### config.mk
export PLATFORM = sky130hd
export DESIGN_NAME = ahwp_port
export DESIGN_NICKNAME = d
export VERILOG_FILES = /design/src/verilog/ahwp_pkg.sv /design/src/verilog/ahwp_port.sv /design/src/verilog/ahwp_sync.sv
export VERILOG_INCLUDE_DIRS = /design/src /design/src/verilog
export SDC_FILE = /design/constraint.sdc
export NUM_CORES = 1
export LEC_CHECK = 0
export ABC_AREA = 1
export BUFFER_PORTS_ARGS = -buffer_cell sky130_fd_sc_hd__clkbuf_2
export CAP_MARGIN = 20
export CELL_PAD_IN_SITES_DETAIL_PLACEMENT = 2
export CELL_PAD_IN_SITES_GLOBAL_PLACEMENT = 2
export CORE_ASPECT_RATIO = 0.6
export CORE_MARGIN = 8
export CORE_UTILIZATION = 30
export DETAILED_ROUTE_END_ITERATION = 8
export PLACE_DENSITY_LB_ADDON = 0.1
export SYNTH_ARGS = -nofsm -noshare
export SYNTH_HDL_FRONTEND = slang
export SYNTH_HIERARCHICAL = 1
export SYNTH_SLANG_ARGS = --single-unit
### constraint.sdc
create_clock -name ref_clk_i -period 3 [get_ports ref_clk_i]
set_clock_uncertainty 0.05 [all_clocks]
set_input_delay 0.75 -clock ref_clk_i [delete_from_list [all_inputs] [get_ports ref_clk_i]]
set_output_delay 0.75 -clock ref_clk_i [all_outputs]
set_load 0.02 [all_outputs]
### src/verilog/ahwp_params.svh
/*
 Timing counts, decode addresses and reset values of the asynchronous
 host port. Assumes a 40 MHz core clock on the host port logic.
*/
`ifndef AHWP_PARAMS_SVH
`define AHWP_PARAMS_SVH

`define AHWP_CLK_PERIOD_NS 25
`define AHWP_RD_WAIT_NORMAL_NS 80
`define AHWP_RD_WAIT_TURBO_NS 40
`define AHWP_WR_WAIT_NS 36
`define AHWP_WR_WAIT_MAX_NS 50
// Least times round up to whole cycles
`define AHWP_RD_WAIT_NORMAL_CYC ((`AHWP_RD_WAIT_NORMAL_NS + `AHWP_CLK_PERIOD_NS - 1) / `AHWP_CLK_PERIOD_NS)
`define AHWP_RD_WAIT_TURBO_CYC ((`AHWP_RD_WAIT_TURBO_NS + `AHWP_CLK_PERIOD_NS - 1) / `AHWP_CLK_PERIOD_NS)
`define AHWP_WR_WAIT_CYC ((`AHWP_WR_WAIT_NS + `AHWP_CLK_PERIOD_NS - 1) / `AHWP_CLK_PERIOD_NS)
`define AHWP_WR_WAIT_MAX_CYC (`AHWP_WR_WAIT_MAX_NS / `AHWP_CLK_PERIOD_NS)

`define AHWP_BANK_SEL_ADDR 15'h0007
`define AHWP_QDATA_ADDR 15'h0004

`define AHWP_READY_RST 1'b1
`define AHWP_DATA_RST 32'h0000_0000
`define AHWP_PIN_RST 1'b1

`endif

### src/verilog/ahwp_pkg.sv
/*
 Types shared by the host port: access classes and sequencer states.
 Assumes nothing of its surroundings.
*/
`default_nettype none
package ahwp_pkg;
    typedef enum logic [1:0] {AHWP_CLS_NONE, AHWP_CLS_BANK, AHWP_CLS_QDATA, AHWP_CLS_PLAIN} ahwp_cls_t;
    typedef enum logic [1:0] {AHWP_IDLE, AHWP_RD_WAIT, AHWP_RD_HOLD, AHWP_WR_WAIT} ahwp_state_t;
endpackage
`default_nettype wire

### src/verilog/ahwp_port.sv
/*
 Asynchronous host bus port with wait-state generation on the ready pin.
 Assumes host pins are asynchronous, the core answers a read one cycle
 after core_rd_o, and the bus wire is resolved from data_oe_o outside.
*/
`include "ahwp_params.svh"
`default_nettype none
module ahwp_port #(
    parameter int ADDR_W = 15,
    parameter int DATA_W = 32
) (
    input wire logic ref_clk_i,
    input wire logic rst_b_i,
    input wire logic [ADDR_W-1:0] addr_i,
    input wire logic addr_qualifier_i,
    input wire logic [3:0] byte_lane_enables_n_i,
    input wire logic addr_strobe_n_i,
    input wire logic read_strobe_n_i,
    input wire logic write_strobe_n_i,
    input wire logic data_port_select_n_i,
    input wire logic [DATA_W-1:0] data_i,
    output logic [DATA_W-1:0] data_o,
    output logic data_oe_o,
    output logic async_ready_o,
    input wire logic turbo_mode_i,
    output logic core_rd_o,
    output logic core_wr_o,
    output logic [ADDR_W-1:0] core_addr_o,
    output logic [3:0] core_be_o,
    output logic [DATA_W-1:0] core_wdata_o,
    output logic core_qdata_o,
    input wire logic [DATA_W-1:0] core_rdata_i
);
    import ahwp_pkg::*;

    localparam int SYNC_W = ADDR_W + DATA_W + 9;

    logic [SYNC_W-1:0] pins_raw;
    logic [SYNC_W-1:0] pins_sync;
    logic [ADDR_W-1:0] s_addr;
    logic s_qual;
    logic [3:0] s_be_n;
    logic s_as_n;
    logic s_rd_n;
    logic s_wr_n;
    logic s_dcs_n;
    logic [DATA_W-1:0] s_data;

    ahwp_state_t state, next_state;
    logic [2:0] cnt, next_cnt;
    logic [ADDR_W-1:0] lat_addr, next_lat_addr;
    logic lat_qual, next_lat_qual;
    logic [3:0] lat_be_n, next_lat_be_n;
    logic wr_n_prev, next_wr_n_prev;
    logic rd_cap, next_rd_cap;
    logic pend_wr, next_pend_wr;
    logic [ADDR_W-1:0] pend_addr, next_pend_addr;
    logic [3:0] pend_be_n, next_pend_be_n;
    logic [DATA_W-1:0] pend_data, next_pend_data;
    ahwp_cls_t pend_cls, next_pend_cls;
    logic [DATA_W-1:0] next_data;
    logic next_oe;
    logic next_ready;
    logic next_core_rd;
    logic next_core_wr;
    logic [ADDR_W-1:0] next_core_addr;
    logic [3:0] next_core_be;
    logic [DATA_W-1:0] next_core_wdata;
    logic next_core_qdata;

    logic [ADDR_W-1:0] eff_addr;
    logic eff_qual;
    logic [3:0] eff_be_n;
    ahwp_cls_t eff_cls;
    logic wr_event;

    function automatic ahwp_cls_t ahwp_classify(input logic [ADDR_W-1:0] addr, input logic qual_n,
                                                input logic dcs_n);
        ahwp_cls_t cls;
        cls = AHWP_CLS_PLAIN;
        if (!dcs_n)
            cls = AHWP_CLS_QDATA;
        else if (qual_n)
            cls = AHWP_CLS_NONE;
        else if (addr == ADDR_W'(`AHWP_BANK_SEL_ADDR))
            cls = AHWP_CLS_BANK;
        else if (addr == ADDR_W'(`AHWP_QDATA_ADDR))
            cls = AHWP_CLS_QDATA;
        return cls;
    endfunction

    // Only the queue data register is slow; everything else answers at once
    function automatic logic [2:0] ahwp_wait_cyc(input ahwp_cls_t cls, input logic is_rd, input logic turbo);
        logic [2:0] n;
        n = 3'h0;
        if (cls == AHWP_CLS_QDATA)
        begin
            if (!is_rd)
                n = 3'(`AHWP_WR_WAIT_CYC);
            else if (turbo)
                n = 3'(`AHWP_RD_WAIT_TURBO_CYC);
            else
                n = 3'(`AHWP_RD_WAIT_NORMAL_CYC);
        end
        return n;
    endfunction

    assign pins_raw = {addr_i, addr_qualifier_i, byte_lane_enables_n_i, addr_strobe_n_i, read_strobe_n_i,
                       write_strobe_n_i, data_port_select_n_i, data_i};

    ahwp_sync #(
        .WIDTH(SYNC_W)
    ) u_pin_sync (
        .ref_clk_i(ref_clk_i),
        .rst_b_i(rst_b_i),
        .d_i(pins_raw),
        .q_o(pins_sync)
    );

    assign {s_addr, s_qual, s_be_n, s_as_n, s_rd_n, s_wr_n, s_dcs_n, s_data} = pins_sync;

    // Strobe low is transparent, so a tied-low strobe simply follows the pins
    assign eff_addr = s_as_n ? lat_addr : s_addr;
    assign eff_qual = s_as_n ? lat_qual : s_qual;
    assign eff_be_n = s_as_n ? lat_be_n : s_be_n;
    assign eff_cls = ahwp_classify(eff_addr, eff_qual, s_dcs_n);
    assign wr_event = !wr_n_prev && s_wr_n;

    always_comb
    begin
        next_state = state;
        next_cnt = cnt;
        next_lat_addr = s_as_n ? lat_addr : s_addr;
        next_lat_qual = s_as_n ? lat_qual : s_qual;
        next_lat_be_n = s_as_n ? lat_be_n : s_be_n;
        next_wr_n_prev = s_wr_n;
        next_rd_cap = core_rd_o;
        next_pend_wr = pend_wr;
        next_pend_addr = pend_addr;
        next_pend_be_n = pend_be_n;
        next_pend_data = pend_data;
        next_pend_cls = pend_cls;
        next_data = rd_cap ? core_rdata_i : data_o;
        next_oe = data_oe_o;
        next_ready = async_ready_o;
        next_core_rd = 1'b0;
        next_core_wr = 1'b0;
        next_core_addr = core_addr_o;
        next_core_be = core_be_o;
        next_core_wdata = core_wdata_o;
        next_core_qdata = core_qdata_o;
        unique case (state)
            AHWP_IDLE:
            begin
                next_ready = 1'b1;
                next_oe = 1'b0;
                if (pend_wr)
                begin
                    // Write that arrived during the previous wait
                    next_pend_wr = 1'b0;
                    next_core_wr = 1'b1;
                    next_core_addr = pend_addr;
                    next_core_be = ~pend_be_n;
                    next_core_wdata = pend_data;
                    next_core_qdata = (pend_cls == AHWP_CLS_QDATA);
                    next_cnt = ahwp_wait_cyc(pend_cls, 1'b0, turbo_mode_i) - 3'h1;
                    if (ahwp_wait_cyc(pend_cls, 1'b0, turbo_mode_i) != 3'h0)
                    begin
                        next_state = AHWP_WR_WAIT;
                        next_ready = 1'b0;
                    end
                    if (wr_event && eff_cls != AHWP_CLS_NONE)
                    begin
                        next_pend_wr = 1'b1;
                        next_pend_addr = eff_addr;
                        next_pend_be_n = eff_be_n;
                        next_pend_data = s_data;
                        next_pend_cls = eff_cls;
                    end
                end
                else if (wr_event && eff_cls != AHWP_CLS_NONE)
                begin
                    next_core_wr = 1'b1;
                    next_core_addr = eff_addr;
                    next_core_be = ~eff_be_n;
                    next_core_wdata = s_data;
                    next_core_qdata = (eff_cls == AHWP_CLS_QDATA);
                    next_cnt = ahwp_wait_cyc(eff_cls, 1'b0, turbo_mode_i) - 3'h1;
                    if (ahwp_wait_cyc(eff_cls, 1'b0, turbo_mode_i) != 3'h0)
                    begin
                        next_state = AHWP_WR_WAIT;
                        next_ready = 1'b0;
                    end
                end
                else if (!s_rd_n && eff_cls != AHWP_CLS_NONE)
                begin
                    next_core_rd = 1'b1;
                    next_core_addr = eff_addr;
                    next_core_be = ~eff_be_n;
                    next_core_qdata = (eff_cls == AHWP_CLS_QDATA);
                    next_oe = 1'b1;
                    next_cnt = ahwp_wait_cyc(eff_cls, 1'b1, turbo_mode_i) - 3'h1;
                    if (ahwp_wait_cyc(eff_cls, 1'b1, turbo_mode_i) != 3'h0)
                    begin
                        next_state = AHWP_RD_WAIT;
                        next_ready = 1'b0;
                    end
                    else
                    begin
                        next_state = AHWP_RD_HOLD;
                    end
                end
            end
            AHWP_RD_WAIT:
            begin
                // Data lands two edges after the core request, never after ready rises
                if (cnt == 3'h0)
                begin
                    next_ready = 1'b1;
                    next_state = AHWP_RD_HOLD;
                end
                else
                begin
                    next_cnt = cnt - 3'h1;
                end
            end
            AHWP_RD_HOLD:
            begin
                if (s_rd_n)
                begin
                    next_oe = 1'b0;
                    next_state = AHWP_IDLE;
                end
            end
            AHWP_WR_WAIT:
            begin
                // Host may already have started another access
                if (wr_event && eff_cls != AHWP_CLS_NONE)
                begin
                    next_pend_wr = 1'b1;
                    next_pend_addr = eff_addr;
                    next_pend_be_n = eff_be_n;
                    next_pend_data = s_data;
                    next_pend_cls = eff_cls;
                end
                if (cnt == 3'h0)
                begin
                    next_ready = 1'b1;
                    next_state = AHWP_IDLE;
                end
                else
                begin
                    next_cnt = cnt - 3'h1;
                end
            end
        endcase
    end

    always_ff @(posedge ref_clk_i)
    begin
        if (!rst_b_i)
        begin
            state <= AHWP_IDLE;
            cnt <= 3'h0;
            lat_addr <= '0;
            lat_qual <= `AHWP_PIN_RST;
            lat_be_n <= '1;
            wr_n_prev <= `AHWP_PIN_RST;
            rd_cap <= 1'b0;
            pend_wr <= 1'b0;
            pend_addr <= '0;
            pend_be_n <= '1;
            pend_data <= '0;
            pend_cls <= AHWP_CLS_NONE;
            data_o <= DATA_W'(`AHWP_DATA_RST);
            data_oe_o <= 1'b0;
            async_ready_o <= `AHWP_READY_RST;
            core_rd_o <= 1'b0;
            core_wr_o <= 1'b0;
            core_addr_o <= '0;
            core_be_o <= '0;
            core_wdata_o <= '0;
            core_qdata_o <= 1'b0;
        end
        else
        begin
            state <= next_state;
            cnt <= next_cnt;
            lat_addr <= next_lat_addr;
            lat_qual <= next_lat_qual;
            lat_be_n <= next_lat_be_n;
            wr_n_prev <= next_wr_n_prev;
            rd_cap <= next_rd_cap;
            pend_wr <= next_pend_wr;
            pend_addr <= next_pend_addr;
            pend_be_n <= next_pend_be_n;
            pend_data <= next_pend_data;
            pend_cls <= next_pend_cls;
            data_o <= next_data;
            data_oe_o <= next_oe;
            async_ready_o <= next_ready;
            core_rd_o <= next_core_rd;
            core_wr_o <= next_core_wr;
            core_addr_o <= next_core_addr;
            core_be_o <= next_core_be;
            core_wdata_o <= next_core_wdata;
            core_qdata_o <= next_core_qdata;
        end
    end
endmodule
`default_nettype wire

### src/verilog/ahwp_sync.sv
/*
 Two-flop synchroniser for a bundle of host pins.
 Assumes the inputs are asynchronous to ref_clk_i.
*/
`default_nettype none
module ahwp_sync #(
    parameter int WIDTH = 8
) (
    input wire logic ref_clk_i,
    input wire logic rst_b_i,
    input wire logic [WIDTH-1:0] d_i,
    output logic [WIDTH-1:0] q_o
);
    logic [WIDTH-1:0] meta;

    // Idle high so strobes read inactive out of reset
    always_ff @(posedge ref_clk_i)
    begin
        if (!rst_b_i)
        begin
            meta <= '1;
            q_o <= '1;
        end
        else
        begin
            meta <= d_i;
            q_o <= meta;
        end
    end
endmodule
`default_nettype wire

==> results.cfg <==
[status]
status = completed

[route]
routed.top_layer = met4
route.met2.wl_mm = 12.7
dr_wl_met3_mm = 1.22
wl_mm = 30.5
postRouteAntennaNets = 0
vias = 8493
wl_met1_mm = 15.9
drtIter0Drc = 236
drtPass1Iterations = 4
route.detailed.drc = 0
routed_via_density = 4.36
avgRoutedWirePerCell_um = 15.6

[clocking]
clock_latency_ps = 550
max-clock-path-buffers = 3
cts_sinks = 281
cts_max_level = 1
root_buffer = clkbuf_16
cts-resized-gates = 0
cts_tree = built
clkTransAtPathRegs_ps = 60
cts_hold_buf = 0
cts_setup_buffers = 0
cts_buffers = 28

[critical_path]
r2r_cells = 14
worst_setup_path_start_kind = flip-flop
cp.arrival_ps = 2970
cp_data_required_time_ps = 3430
rr_startpoint = u_pin_sync/q_o[35]
critPathMaxFanout = 32
worstSetupPathType = reg2reg
ff2ff_setup_slack_ps = 460
cp-end-kind = flip-flop
r2r-end = core_wdata_o[28]

[place]
portBuffers = 178
placed_cell_area_um2 = 11300
hpwl_mm = 21.2
dp_slack_ps = 385
globalplace.congestion = 0.757

[pwr]
power_density_nw_per_um2 = 649
clockPowerShare_pct = 44.1
pwr-share-comb_pct = 6.9
peakVddDrop_v = 0.000450
seq_power_share_pct = 49.0
p_switching_w = 0.00189
p_leak_nw = 6.33
swShare_pct = 23.8
internal-power_w = 0.00607

[timing]
max_freq_ghz = 0.393
hold_viol = 0
slew_viol_final = 0
tns_ps = 0
setup_viol = 0
period_share_pct = 84.8
fin_crit_ps = 2540
relSlewSlack_pct = 51.3
setup_slack_ps = 455
rsz0062_at_grt = no
worst_pin_slew_ps = 722

[yosys]
ys_types = 25
syn_inst = 1316
yosysSeqAreaShare_pct = 55.7
yosys_warnings = 6
synth-seq-cells = 281
syn_area_um2 = 10100
syn_area_per_cell_um2 = 7.68
syn-num-nets = 1409

[job]
drv_cap = 0

[global_routing]
track_usage_pct = 15.2
grt_max_degree = 74
grt_first_pass_wirelength_mm = 49.4
grt-ovfl-total = 0
antenna_found_initial = 0
grt_pass1_vias = 9159

[final_layout]
n_fill_cell = 3975
final_common_cell = nand2_1
nets = 1562
syn2layout_area_growth_pct = 21.4
layout_common_cells = nand2_1 (325), dfxtp_1 (280), inv_1 (195)
design_area_um2 = 12300
post-route-util_pct = 36.7
drive_gt1_share_pct = 17.5

[floorplan]
die_h_um = 158
die_x_um = 253
core_um2 = 33400
rows = 52
io_pins = 179
start_util_pct = 30.2
die_area_um2 = 40000

[worst_hold_path]
hold_path_depth = 3
worstHoldStart = data_i[13]
min_delay_worst_endpoint = u_pin_sync/meta[13]
hold_class = in2reg
## final cells by class
class                           instances  area [um^2]  area share [%]
Antenna cell                            1         2.50          0.0204
Multi-Input combinational cell        762         3320            27.1
Sequential cell                       281         5630            45.9
Tap cell                              459          574            4.68
Clock buffer                           40          807            6.58
Timing Repair Buffer                  195         1080            8.82
Clock inverter                          9         95.1           0.775
Inverter                              201          757            6.17
## sequential cells by signal (all words and copies together) (netlist names)
name             flops
state                2
lat_be_n             4
pend_wr              1
rd_cap               1
pend_cls             2
core_rd_o            1
core_wr_o            1
pend_data           32
core_addr_o         15
core_wdata_o        32
lat_addr            15
pend_be_n            4
core_qdata_o         1
core_be_o            4
wr_n_prev            1
cnt                  3
data_oe_o            1
lat_qual             1
data_o              32
async_ready_o        1
pend_addr           15
u_pin_sync/meta     56
u_pin_sync/q_o      56
## how the worst max path moves through the flow
stage	end	slack, ps	depth (start not counted)	start
after floorplan	core_wdata_o[10]	1030	15	u_pin_sync/q_o[35]
after global placement	core_addr_o[8]	510	13	u_pin_sync/q_o[35]
after detailed placement	core_wdata_o[17]	390	14	u_pin_sync/q_o[35]
after CTS	core_wdata_o[0]	380	14	u_pin_sync/q_o[35]
after global routing	core_wdata_o[24]	110	14	u_pin_sync/q_o[35]
final	core_wdata_o[28]	460	14	u_pin_sync/q_o[35]
## cell usage after synthesis
cell      instances  area, um^2
inv_4             1        6.26
nand4_1           1        6.26
buf_2            10        50.1
a21oi_2          10        87.6
o21ai_1          13        65.1
nor2_1          165         619
inv_1           195         732
buf_4            17         128
nand3_1          18        90.1
nand2_4           2        22.5
dfxtp_1         281        5630
nand3_4           2        35.0
ha_1              2        25.0
clkinv_1          1        3.75
o211ai_1          4        30.0
xor2_1            1        8.76
nand2_2           3        18.8
nand2_1         325        1220
a21oi_4           1        16.3
clkbuf_1         34         128
o21ai_0         145         726
a21oi_1          70         350
inv_2             4        15.0
buf_6             7        78.8
buf_1             4        15.0
## metal layers
layer,vias to the layer above,global-route usage (%)
met5,-,0
met4,0,3.39
met3,38,2.92
met2,133,23.7
met1,4022,21.5
li1,4300,-
## kinds of logic after synthesis
logic type / share of synthesized area [%]
fa+ha+maj: 0.248
flops: 55.7
buf+inv: 11.4
simple gates: 19.9
xor+xnor: 0.0867
compound gates: 12.6
## power groups by stage
stage / logic [W] / clock network [W] / registers, W
floorplan: 0.000308 / 0 / 0.00401
global placement: 0.000546 / 0 / 0.00399
detailed placement: 0.000561 / 0 / 0.00399
CTS: 0.000566 / 0.00365 / 0.00390
global route: 0.000632 / 0.00380 / 0.00391
finish: 0.000552 / 0.00351 / 0.00390
## through the flow
stage / power (W) / hold WS, ps / cells
2_1_floorplan: 0.00432 / 330 / 1316
3_3_place_gp: 0.00453 / 335 / 1897
3_5_place_dp: 0.00455 / 342 / 1897
4_1_cts: 0.00812 / 287 / 1946
5_1_grt: 0.00834 / 304 / 1947
6_report: 0.00796 / 322 / 1948
## worst max-delay path, stage by stage, from the launching register on
cell and delay [ps]:
dfxtp_1 350, buf_4 290, nand2_1 100, o21ai_1 210
nand3_1 110, nor2_1 160, nand2_1 100, nand2_2 100
nand3_4 110, nand2_4 120, nand2_1 90, nand2_2 90
buf_4 340, o21ai_0 130, nor2_1 110
Power figures use the tool's default switching activity.
